--- config.mk ---
export PLATFORM = sky130hd
export DESIGN_NAME = sifs_top
export DESIGN_NICKNAME = d
export VERILOG_FILES = /design/src/hw/sifs_pkg.sv /design/src/hw/sifs_select.sv /design/src/hw/sifs_top.sv
export SDC_FILE = /design/constraint.sdc
export NUM_CORES = 1
export LEC_CHECK = 0
export ABC_CLOCK_PERIOD_IN_PS = 1450
export BUFFER_PORTS_ARGS = -buffer_cell sky130_fd_sc_hd__buf_4
export CELL_PAD_IN_SITES_DETAIL_PLACEMENT = 0
export CELL_PAD_IN_SITES_GLOBAL_PLACEMENT = 1
export CORE_MARGIN = 2
export CORE_UTILIZATION = 35
export CTS_CLUSTER_SIZE = 8
export DETAILED_ROUTE_END_ITERATION = 12
export GPL_TIMING_DRIVEN = 0
export PLACE_DENSITY_LB_ADDON = 0.1
export REMOVE_ABC_BUFFERS = 1
export SETUP_SLACK_MARGIN = 0.1
export SLEW_MARGIN = 10
export SYNTH_ARGS = -nofsm -noshare
export SYNTH_HDL_FRONTEND = slang
export SYNTH_SLANG_ARGS = --single-unit
--- constraint.sdc ---
create_clock -name sys_clk -period 1.45 [get_ports sys_clk]
set_input_delay 0.2175 -clock sys_clk [delete_from_list [all_inputs] [get_ports sys_clk]]
set_output_delay 0.2175 -clock sys_clk [all_outputs]
set_load 0.005 [all_outputs]
--- src/hw/sifs_pkg.sv ---
////////////////////////////////////////////////////////////////////////////////
// Shared constants and types of the servo input function select block.
package sifs_pkg;

   // APB geometry.
   localparam int ADDR_W = 12;
   localparam int DATA_W = 32;

   // Register byte offsets.
   localparam logic [ADDR_W-1:0] OFS_ASSIGN  = 12'h000;
   localparam logic [ADDR_W-1:0] OFS_ACTIVE  = 12'h004;
   localparam logic [ADDR_W-1:0] OFS_CONTROL = 12'h008;
   localparam logic [ADDR_W-1:0] OFS_STATUS  = 12'h00c;

   // Allocation setting layout: four decimal digits, one nibble each.
   localparam int SET_W      = 16;
   localparam int DIGIT_W    = 4;
   localparam int FUNC_COUNT = 3;
   localparam int TERM_COUNT = 8;
   localparam int TERM_SEL_W = 3;

   // Reset value of the setting: every function forced inactive.
   localparam logic [SET_W-1:0] ASSIGN_RESET = 16'h0888;

   // Last terminal number and the digit codes beyond it.
   localparam logic [DIGIT_W-1:0] CODE_LAST_TERM = 4'h7;
   localparam logic [DIGIT_W-1:0] CODE_FORCE_OFF = 4'h8;
   localparam logic [DIGIT_W-1:0] CODE_FORCE_ON  = 4'h9;

   // Function indices, equal to the digit position of each selection.
   localparam int FUNC_CLAMP   = 0;
   localparam int FUNC_INHIBIT = 1;
   localparam int FUNC_GAIN    = 2;

   // Control register bits.
   localparam int CTL_APPLY = 0;
   localparam int CTL_AUTO  = 1;

   // Status register fields.
   localparam int ST_TERM_LSB    = 0;
   localparam int ST_FUNC_LSB    = 8;
   localparam int ST_PENDING     = 11;
   localparam int ST_INVALID_LSB = 12;

   // Function outputs towards the motion control logic.
   typedef struct packed {
      logic gainSwitch;
      logic pulseInhibit;
      logic zeroClamp;
   } sifs_func_type;

   // One APB request as seen by the slave.
   typedef struct packed {
      logic              psel;
      logic              penable;
      logic              pwrite;
      logic [ADDR_W-1:0] paddr;
      logic [DATA_W-1:0] pwdata;
   } sifs_apb_req_type;

endpackage

--- src/hw/sifs_select.sv ---
`timescale 1ns/1ps
////////////////////////////////////////////////////////////////////////////////
// One function source selector: a terminal, forced off or forced on.
module sifs_select (
   input  wire logic [sifs_pkg::TERM_COUNT-1:0] terminalLevel,
   input  wire logic [sifs_pkg::DIGIT_W-1:0]    selectDigit,
   output logic                                 funcLevel,
   output logic                                 digitInvalid
);
   import sifs_pkg::*;

   // Decode the digit; codes above nine are treated as forced off and flagged.
   always_comb begin
      funcLevel    = 1'b0;
      digitInvalid = 1'b0;
      if (selectDigit <= CODE_LAST_TERM) begin
         funcLevel = terminalLevel[selectDigit[TERM_SEL_W-1:0]];
      end else if (selectDigit == CODE_FORCE_OFF) begin
         funcLevel = 1'b0;
      end else if (selectDigit == CODE_FORCE_ON) begin
         funcLevel = 1'b1;
      end else begin
         digitInvalid = 1'b1;
      end
   end

endmodule

--- src/hw/sifs_top.sv ---
// The register offsets and register access over APB were chosen for this implementation.
`timescale 1ns/1ps
////////////////////////////////////////////////////////////////////////////////
// Input function allocation with an APB register file.
module sifs_top (
   input  wire logic                          sys_clk,
   input  wire logic                          rst,
   input  wire logic                          psel,
   input  wire logic                          penable,
   input  wire logic                          pwrite,
   input  wire logic [sifs_pkg::ADDR_W-1:0]   paddr,
   input  wire logic [sifs_pkg::DATA_W-1:0]   pwdata,
   output logic      [sifs_pkg::DATA_W-1:0]   prdata,
   output logic                               pready,
   output logic                               pslverr,
   input  wire logic [sifs_pkg::TERM_COUNT-1:0] inputTerminal,
   output sifs_pkg::sifs_func_type            funcOut
);
   import sifs_pkg::*;

   ////////////////////////////////////////////////////////////////////////////
   // Helper functions.

   // Extract one selection digit from a setting word.
   function automatic logic [DIGIT_W-1:0] digitOf(
      input logic [SET_W-1:0] setting,
      input int               index
   );
      digitOf = setting[index*DIGIT_W +: DIGIT_W];
   endfunction

   // Tell whether an address names a mapped register.
   function automatic logic isMapped(input logic [ADDR_W-1:0] addr);
      isMapped = (addr == OFS_ASSIGN) || (addr == OFS_ACTIVE) ||
                 (addr == OFS_CONTROL) || (addr == OFS_STATUS);
   endfunction

   // Tell whether an address names a register that accepts writes.
   function automatic logic isWritable(input logic [ADDR_W-1:0] addr);
      isWritable = (addr == OFS_ASSIGN) || (addr == OFS_CONTROL);
   endfunction

   ////////////////////////////////////////////////////////////////////////////
   // Declarations.

   sifs_apb_req_type            apbReq;
   logic                        setupPhase;
   logic                        accessDone;
   logic                        writeAccept;
   logic [SET_W-1:0]            assign_reg;
   logic [SET_W-1:0]            assign_next;
   logic [SET_W-1:0]            active_reg;
   logic [SET_W-1:0]            active_next;
   logic                        autoApply_reg;
   logic                        applyPulse;
   logic [TERM_COUNT-1:0]       terminal_reg;
   logic [FUNC_COUNT-1:0]       funcLevel;
   logic [FUNC_COUNT-1:0]       funcInvalid;
   logic [FUNC_COUNT-1:0]       funcOut_reg;
   logic [FUNC_COUNT-1:0]       invalid_reg;
   logic [DATA_W-1:0]           readValue;
   logic [DATA_W-1:0]           prdata_reg;
   logic                        pslverr_reg;

   ////////////////////////////////////////////////////////////////////////////
   // APB phase decode.

   // Gather the request into one carrier and decode its phases.
   assign apbReq      = '{psel, penable, pwrite, paddr, pwdata};
   assign setupPhase  = apbReq.psel && !apbReq.penable;
   assign accessDone  = apbReq.psel && apbReq.penable;
   assign writeAccept = accessDone && apbReq.pwrite && isWritable(apbReq.paddr);
   assign pready      = accessDone; // Every access finishes in its first access cycle.
   assign pslverr     = pslverr_reg && accessDone;
   assign prdata      = prdata_reg;

   // Apply is a write of one to the apply bit of the control register.
   assign applyPulse = writeAccept && (apbReq.paddr == OFS_CONTROL) && apbReq.pwdata[CTL_APPLY];

   ////////////////////////////////////////////////////////////////////////////
   // Setting registers.

   // Next value of the pending setting; the reserved top digit is stored as written.
   always_comb begin
      assign_next = assign_reg;
      if (writeAccept && (apbReq.paddr == OFS_ASSIGN)) begin
         assign_next = apbReq.pwdata[SET_W-1:0];
      end
   end

   // Pending setting register.
   always_ff @(posedge sys_clk) begin
      if (rst) begin
         assign_reg <= ASSIGN_RESET;
      end else begin
         assign_reg <= assign_next;
      end
   end

   // The active setting follows the pending one on apply, or at once in auto mode.
   always_comb begin
      active_next = active_reg;
      if (applyPulse) begin
         active_next = assign_next;
      end else if (autoApply_reg) begin
         active_next = assign_next;
      end
   end

   // Active setting register, the one the selectors use.
   always_ff @(posedge sys_clk) begin
      if (rst) begin
         active_reg <= ASSIGN_RESET;
      end else begin
         active_reg <= active_next;
      end
   end

   // Auto apply mode bit of the control register.
   always_ff @(posedge sys_clk) begin
      if (rst) begin
         autoApply_reg <= 1'b0;
      end else if (writeAccept && (apbReq.paddr == OFS_CONTROL)) begin
         autoApply_reg <= apbReq.pwdata[CTL_AUTO];
      end
   end

   ////////////////////////////////////////////////////////////////////////////
   // Terminal sampling and function selection.

   // Sample the terminals once so every selector sees the same level.
   always_ff @(posedge sys_clk) begin
      if (rst) begin
         terminal_reg <= '0;
      end else begin
         terminal_reg <= inputTerminal;
      end
   end

   // One selector per function; digit index equals function index.
   // The top digit is never decoded, so a stray value there changes no function output.
   generate
      for (genvar f = 0; f < FUNC_COUNT; f++) begin : g_func
         sifs_select u_select (
            .terminalLevel (terminal_reg),
            .selectDigit   (digitOf(active_reg, f)),
            .funcLevel     (funcLevel[f]),
            .digitInvalid  (funcInvalid[f])
         );
      end
   endgenerate

   // Register the selected levels every cycle towards the motion logic.
   always_ff @(posedge sys_clk) begin
      if (rst) begin
         funcOut_reg <= '0;
         invalid_reg <= '0;
      end else begin
         funcOut_reg <= funcLevel;
         invalid_reg <= funcInvalid;
      end
   end

   // Map the function vector onto the output carrier.
   assign funcOut.zeroClamp    = funcOut_reg[FUNC_CLAMP];
   assign funcOut.pulseInhibit = funcOut_reg[FUNC_INHIBIT];
   assign funcOut.gainSwitch   = funcOut_reg[FUNC_GAIN];

   ////////////////////////////////////////////////////////////////////////////
   // Register read path.

   // Select the read value; unmapped addresses read zero.
   always_comb begin
      readValue = '0;
      case (apbReq.paddr)
         OFS_ASSIGN: begin
            readValue[SET_W-1:0] = assign_reg;
         end
         OFS_ACTIVE: begin
            readValue[SET_W-1:0] = active_reg;
         end
         OFS_CONTROL: begin
            readValue[CTL_AUTO] = autoApply_reg;
         end
         OFS_STATUS: begin
            readValue[ST_TERM_LSB +: TERM_COUNT]    = terminal_reg;
            readValue[ST_FUNC_LSB +: FUNC_COUNT]    = funcOut_reg;
            readValue[ST_PENDING]                   = (assign_reg != active_reg);
            readValue[ST_INVALID_LSB +: FUNC_COUNT] = invalid_reg;
         end
         default: begin
            readValue = '0;
         end
      endcase
   end

   // Capture read data and error in the setup cycle so both come from flops.
   always_ff @(posedge sys_clk) begin
      if (rst) begin
         prdata_reg  <= '0;
         pslverr_reg <= 1'b0;
      end else if (setupPhase) begin
         prdata_reg  <= apbReq.pwrite ? '0 : readValue;
         pslverr_reg <= !isMapped(apbReq.paddr) ||
                        (apbReq.pwrite && !isWritable(apbReq.paddr));
      end
   end

endmodule

==> results.toml, run 1 <==
[clocking]
clock-root-buffer = "clkbuf_8"
cts_sinks = 64
clk_pin_slew_ns = 0.07
htree_num_levels = 3
cts_buffer_depth = 2
numCtsBuffers = 9
clock_latency_ns = 0.34
cts_tree = "yes"

[placement]
dp.cells = 466
dp.final_hpwl_microns = 5220
dpl-instance-area_sq_um = 3670
place_ws_ns = -0.701
numPortBuffers = 61
gp_congestion = 0.755

[sta]
setup_viol = 0
finClkSkew_ns = 0.0140
report.final.slew_viol_count = 0
rsz0062_at_grt = "yes"
maxSlewHeadroom = 0.506
hold_violations = 0
period_minus_slack_ns = 1.41
fmax_mhz = 711
fin_ws_ns = 0.0442
fin_setup_tns_ns = 0
finalCritPeriodShare = 0.970
tightest_slew_ns = 0.741

[critical_path]
critPathKind = "reg -> reg"
end_kind = "flop"
cp_top_family = "simple AND/OR/NAND/NOR gates"
path_max_fanout = 3
crit_cells = 5
cp_cell_sequence = "xnor2_2 -> nand4_1 -> nor4_2 -> o22ai_1 -> a22o_1"
cpPeakStageDelay_ns = 0.35
r2r-end = "prdata[11]"
path_buf_inv = 0
ff2ff_setup_slack_ns = 0.04
worstReg2RegStart = "assign_reg[15]"
critPathArrivalTime_ns = 1.64
cp-start-kind = "flop"
cp.required_ns = 1.69
r2r_cells = 5
cpMaxStageDelayCell = "dfxtp_2"

[drt]
routed_wl_microns = 8860
first_pass_iters = 4
drt_iter0_markers = 61
ant_nets = 0
wl_per_cell_microns = 17.3
vias = 2558
drc = 0
vias_per_cell = 5.01

[floorplan]
dieHeight_microns = 101
fp.coreArea_sq_um = 9200
dieArea_sq_um = 10200
rows = 35
die_w_microns = 101
io_pins = 94
start_util = 0.358

[synthesis]
ys_types = 43
synth_warnings = 0
syn_avg_cell_area_sq_um = 10.4
async_flop_share = 0
syn_area_sq_um = 3300
seq_area_frac_synth = 0.389
synth.ff_latch_count = 64
synthTopCellsByArea = "dfxtp_1 39%, a211oi_2 4.9%, mux2_2 4.4%"
synth_top_flop_cell = "dfxtp_1"
netlist_instances = 318
synth_edf_count = 0
synth_top_area_frac = 0.389
synth_top_cell_by_area = "dfxtp_1"

[power]
vdd_drop_max_uv = 580
p_per_area_nw_per_um2 = 802
p_leak_nw = 1.70

[grt]
grt_max_degree = 53
grt_pass1_wl_microns = 14100
gr-total-overflow = 0
grt_pass1_vias = 2568
antenna_found_initial = 0
track_usage = 0.185

[finish]
diodes = 0
final_cell_area_sq_um = 4420
n_fill_cell = 890
fin_cells = 511
utilization = 0.481
fin_nets = 453
layout_commonest_cell = "buf_4"
layout_common_cells = "72 x buf_4, 36 x dfxtp_1, 22 x nor2_1"
syn2layout_area_growth_pct = 34.2
drive_above_1_share = 0.553

[run]
maxCapViolCount = 0

[run_status]
status = "finished clean"

[worst_hold_path]
hold_start = "inputTerminal[3]"
min_path_type = "in -> reg"
min_path_cells = 2
holdPathEnd = "terminal_reg[3]"
## worst register-to-register path: stages (launching register included)
cell and delay, ns:
dfxtp_2 0.35, xnor2_2 0.19, nand4_1 0.16, nor4_2 0.30, o22ai_1 0.13, a22o_1 0.19
## cell usage after synthesis (2+ instances only)
library cell  count
buf_12            2
nor2_1           27
mux4_2            4
nand3_1           2
buf_1             3
a21o_1            3
clkbuf_1          8
a22oi_1          14
o211ai_1          3
a211o_1           3
a21oi_1           8
nand2_1          16
nor4_4            4
dfxtp_1          64
or2_1             3
and3_1            2
o21ai_1          13
nand2b_1          5
buf_6             4
nor2_2           13
mux2i_2          10
mux2i_1          12
buf_2             6
mux2_4            3
buf_4            16
a211oi_2         13
nand4_1           4
mux2_2           13
nor2b_1           9
xnor2_1          16
nor3b_1           3
## layer usage
metal | part of all wire | global-route usage | vias up
li1 | - | - | 1252
met1 | 0.46 | 0.242 | 1228
met2 | 0.48 | 0.308 | 67
met3 | 0.047 | 0.0416 | 11
met4 | 0.011 | 0.0530 | 0
met5 | 0 | 0 | -
## what timing repair did
action	in CTS	in global routing
setup endpoints to repair	49	41
resized for setup	47	31
pin swaps	15	25
cloned	2	0
hold buffers	0	0
buffers inserted	23	6
## per-stage QoR
step	total power, mW	hold slack [ns]
2_1_floorplan	1.90	0.282
3_3_place_gp	2.08	0.429
3_5_place_dp	2.08	0.433
4_1_cts	3.56	0.0739
5_1_grt	3.67	0.0743
6_report	3.55	0.0853
## logic make-up (layout without fill, tap and decap cells)
| kind of cell | Yosys count | in the layout | share of synthesized area |
|---|---|---|---|
| AND/OR/NAND/NOR | 95 | 95 | 0.173 |
| flip-flops | 64 | 64 | 0.389 |
| AO/OA/AOI/OAI | 61 | 62 | 0.147 |
| multiplexers | 42 | 42 | 0.164 |
| buffers and inverters | 39 | 105 | 0.0839 |
| XOR/XNOR | 16 | 16 | 0.0425 |
| other | 1 | 16 | 0.00114 |
## where the power goes
group          leakage (nW)  internal, mW  switching, mW  total, mW
combinational          1.07         0.125          0.142      0.267
clock                0.0989         0.824          0.683       1.51
sequential            0.530          1.76         0.0183       1.77
## cell type report
type	count	area (sq um)	area share
repair buffers	90	796	0.180
well taps	111	139	0.0314
multi-input cells	231	1960	0.444
clock buffers	11	141	0.0320
clock inverters	4	45.0	0.0102
flip-flops and latches	64	1340	0.302
## worst max-delay path by stage
stage / from / end
floorplan: paddr[9] / assign_reg[11]
global placement: paddr[2] / assign_reg[7]
detailed placement: paddr[2] / assign_reg[7]
CTS: paddr[4] / assign_reg[7]
global route: assign_reg[10] / prdata[11]
finish: assign_reg[15] / prdata[11]
Note: power is estimated with default switching activity, not from simulation.
==> inputs of run 2 (changes only) <==
CORE_UTILIZATION = 36   (was 35)
==> results.toml, run 2 (synthesized netlist as in run 1, its figures left out) <==
[critical_path]
r2r-end = "prdata[11]"
path_max_fanout = 6
critPathKind = "in -> reg"
cp-start-kind = "primary input"
critPathArrivalTime_ns = 1.60
r2r_cells = 5
cpPeakStageDelay_ns = 0.30
path_buf_inv = 3
worstReg2RegStart = "active_reg[3]"
cp_top_family = "simple AND/OR/NAND/NOR gates"
end_kind = "flop"
cpMaxStageDelayCell = "mux2_4"
critPathLaunch = "paddr[10]"
cp.required_ns = 1.66
ff2ff_setup_slack_ns = 0.10
cp_cell_sequence = "buf_6 -> nor4_4 -> buf_4 -> nand4_4 -> buf_12 -> mux2_4 -> or2_1"

[clocking]
cts_buffer_depth = 2
clock_latency_ns = 0.33
clk_pin_slew_ns = 0.07
cts_tree = "yes"
numCtsBuffers = 9
ctsHoldBuffers = 0
clock-root-buffer = "clkbuf_8"
cts_sinks = 64
htree_num_levels = 3

[worst_hold_path]
hold_start = "inputTerminal[3]"
min_path_type = "in -> reg"
holdPathEnd = "terminal_reg[3]"
min_path_cells = 2

[drt]
vias_per_cell = 5.10
drc = 0
routed_wl_microns = 8630
ant_nets = 0
drt_iter0_markers = 89
vias = 2574
wl_per_cell_microns = 17.1
first_pass_iters = 4

[power]
p_seq_frac = 0.493
vdd_drop_max_uv = 426
combPwrFrac = 0.077
p_leak_nw = 1.69
p_clk_frac = 0.430
p_per_area_nw_per_um2 = 805
p_int_mw = 2.76
finalPower_mw = 3.58
swShare = 0.229
p_switching_mw = 0.820

[floorplan]
die_w_microns = 99.7
io_pins = 94
fp.coreArea_sq_um = 8810
dieArea_sq_um = 9940
start_util = 0.374
rows = 34
dieHeight_microns = 99.7

[grt]
grt_max_degree = 53
gr-total-overflow = 0
grt_pass1_wl_microns = 13800
track_usage = 0.179
grt_pass1_vias = 2545
antenna_found_initial = 0

[placement]
numPortBuffers = 61
dpl-instance-area_sq_um = 3670
dp.final_hpwl_microns = 5120
dp.cells = 463
gp_congestion = 0.745

[sta]
setup_viol = 0
tightest_slew_ns = 0.835
fmax_mhz = 722
finClkSkew_ns = 0.00742
fin_setup_tns_ns = 0
rsz0062_at_grt = "yes"
hold_violations = 0
report.final.slew_viol_count = 0
finalCritPeriodShare = 0.956
maxSlewHeadroom = 0.443
period_minus_slack_ns = 1.39

[finish]
layout_commonest_cell = "buf_4"
final_cell_area_sq_um = 4440
diodes = 0
syn2layout_area_growth_pct = 34.9
fin_cells = 505
layout_common_cells = "75 x buf_4, 37 x dfxtp_1, 22 x nor2_1"
drive_above_1_share = 0.544
fin_nets = 449
utilization = 0.505

[run_status]
status = "finished clean"

[run]
maxCapViolCount = 0
[run 2: cell count changes in the layout (fill, tap and decap cells not counted), sizes merged]
cell / delta
nand2: +1
clkbuf: +2
clkinv: -1
buf: -6
bufbuf: +1
[run 2: how the worst max path moves through the flow]
| stage | to | slack [ns] | depth (start not counted) |
|---|---|---|---|
| 6_report | assign_reg[11] | 0.06 | 7 |
| 3_3_place_gp | assign_reg[3] | -0.66 | 5 |
| 2_1_floorplan | assign_reg[11] | -0.24 | 4 |
| 3_5_place_dp | assign_reg[11] | -0.65 | 5 |
| 5_1_grt | prdata[11] | -0.01 | 5 |
| 4_1_cts | active_reg[11] | 0.09 | 7 |
[run 2: what timing repair did]
item	4_1_cts	5_1_grt
gates resized for setup	52	28
setup buffers	20	3
gates cloned	3	0
endpoints found under the setup margin	49	41
pin swaps	22	15
[run 2: power by group through the flow]
stage	combinational [mW]	clock (mW)	sequential, mW
3_5_place_dp	0.257	0	1.83
5_1_grt	0.300	1.66	1.76
2_1_floorplan	0.0839	0	1.82
3_3_place_gp	0.254	0	1.83
6_report	0.276	1.54	1.76
4_1_cts	0.270	1.57	1.77
[run 2: layer usage]
layer  wire length (microns)  vias to the layer above  track usage
met4                      93                        0       0.0474
met2                    4170                       72        0.303
met5                       0                        -            0
li1                        -                     1246            -
met1                    3990                     1246        0.240
met3                     381                       10       0.0267
[run 2: layout make-up]
type	count	area, sq um
Tap cell	108	135
Clock buffer	13	159
Fill cell	839	4360
Multi-Input combinational cell	232	2030
Sequential cell	64	1350
Clock inverter	3	40.0
Timing Repair Buffer	85	732
[run 2: through the flow]
step	hold slack (ns)	setup slack (ns)
2_1_floorplan	0.282	-0.238
3_3_place_gp	0.431	-0.663
3_5_place_dp	0.432	-0.650
4_1_cts	0.0862	0.0872
5_1_grt	0.0992	-0.0142
6_report	0.0969	0.0644
==> inputs of run 3 (changes only) <==
CELL_PAD_IN_SITES_DETAIL_PLACEMENT = 1   (was 0)
MAX_ROUTING_LAYER = met4   (was default)
==> results.toml, run 3 (synthesized netlist as in run 1, its figures left out) <==
[run_status]
status = "finished, violations left"
violations = "setup timing"

[floorplan]
die_w_microns = 99.7
dieHeight_microns = 99.7
io_pins = 94
fp.coreArea_sq_um = 8810
rows = 34
dieArea_sq_um = 9940
start_util = 0.374

[critical_path]
r2r-end = "prdata[11]"
crit_end = "active_reg[7]"
r2r_cells = 5
cp.required_ns = 1.67
path_max_fanout = 7
worstReg2RegStart = "active_reg[8]"
end_kind = "flop"
critPathLaunch = "paddr[9]"
ff2ff_setup_slack_ns = 0.01
critPathKind = "in -> reg"
critPathArrivalTime_ns = 1.67
cp-start-kind = "primary input"

[drt]
drc = 0
drt_iter0_markers = 77
wl_per_cell_microns = 18.8
vias = 2645
ant_nets = 0
routed_wl_microns = 9590
vias_per_cell = 5.19
first_pass_iters = 4

[sta]
setup_viol = 2
report.final.slew_viol_count = 0
fin_ws_ns = -0.00688
hold_ws_ns = 0.0911
fmax_mhz = 686
tightest_slew_ns = 0.688
finClkSkew_ns = 0.00770
fin_setup_tns_ns = -0.00993
rsz0062_at_grt = "yes"
period_minus_slack_ns = 1.46
finalCritPeriodShare = 1.00
hold_violations = 0
maxSlewHeadroom = 0.541

[clocking]
numCtsBuffers = 9
cts_sinks = 64
htree_num_levels = 3
clk_pin_slew_ns = 0.06
cts_buffer_depth = 2
clock_latency_ns = 0.33
ctsHoldBuffers = 0
clock-root-buffer = "clkbuf_8"
cts_tree = "yes"

[placement]
dp.final_hpwl_microns = 5380
gp_congestion = 0.754
dpl-instance-area_sq_um = 3670
numPortBuffers = 61
place_ws_ns = -0.700

[finish]
syn2layout_area_growth_pct = 35.0
layout_commonest_cell = "buf_4"
layout_common_cells = "70 x buf_4, 44 x dfxtp_1, 23 x nor2_1"
n_fill_cell = 976
diodes = 0
drive_above_1_share = 0.517
seq_area_sq_um = 1320
utilization = 0.505
fin_nets = 456
multiInputGateArea_sq_um = 1980
final_cell_area_sq_um = 4450

[worst_hold_path]
min_path_type = "in -> reg"

[power]
p_switching_mw = 0.814
p_leak_nw = 1.70
swShare = 0.236
vdd_drop_max_uv = 487
p_per_area_nw_per_um2 = 774
p_seq_frac = 0.515
p_int_mw = 2.63
combPwrFrac = 0.082
p_clk_frac = 0.403

[grt]
grt_pass1_vias = 2600
gr-total-overflow = 0
track_usage = 0.195
grt_max_degree = 53
grt_pass1_wl_microns = 14200
antenna_found_initial = 0

[run]
maxCapViolCount = 0
run 3: worst min path at each step:
| stage | startpoint | to | slack (ns) | cells after the start |
|---|---|---|---|---|
| floorplan | rst | active_reg[0] | 0.28 | 1 |
| global placement | inputTerminal[0] | terminal_reg[0] | 0.43 | 2 |
| detailed placement | inputTerminal[6] | terminal_reg[6] | 0.44 | 2 |
| CTS | inputTerminal[0] | terminal_reg[0] | 0.08 | 2 |
| global route | inputTerminal[4] | terminal_reg[4] | 0.09 | 2 |
| finish | inputTerminal[0] | terminal_reg[0] | 0.09 | 2 |
run 3: power by group through the flow:
| stage | Clock [mW] | Combinational (mW) | Sequential (mW) |
|---|---|---|---|
| floorplan | 0 | 0.0839 | 1.82 |
| global placement | 0 | 0.254 | 1.83 |
| detailed placement | 0 | 0.257 | 1.83 |
| CTS | 1.42 | 0.267 | 1.78 |
| global route | 1.51 | 0.304 | 1.78 |
| finish | 1.39 | 0.282 | 1.78 |
run 3: layout make-up:
type | instances | area share
multi-input combinational | 232 | 0.445
sequential | 64 | 0.298
timing repair buffer | 92 | 0.188
clock buffer | 14 | 0.0388
tap | 108 | 0.0304
run 3: routing by layer:
metal	part of all wire	up-vias	GRT usage
met5	0	-	-
met4	0.017	0	0.0622
met3	0.041	15	0.0387
met2	0.49	74	0.318
met1	0.45	1300	0.243
li1	-	1256	-
run 3: what timing repair did:
item / in CTS / in global routing
cloned: 2 / 2
buffers inserted: 17 / 12
resized for setup: 29 / 42
pin swaps: 11 / 13
endpoints found under the setup margin: 49 / 42
run 3: metrics by stage:
stage	instances	power, mW
2_1_floorplan	294	1.90
3_3_place_gp	463	2.08
3_5_place_dp	463	2.08
4_1_cts	496	3.47
5_1_grt	510	3.59
6_report	510	3.45
run 3: worst max-delay path: stages:
cell and delay [ns]:
buf_6 0.10, nor4_4 0.34, buf_4 0.19, nand4_4 0.11, buf_12 0.19, mux2_4 0.30
mux2i_1 0.15, nand2b_1 0.08
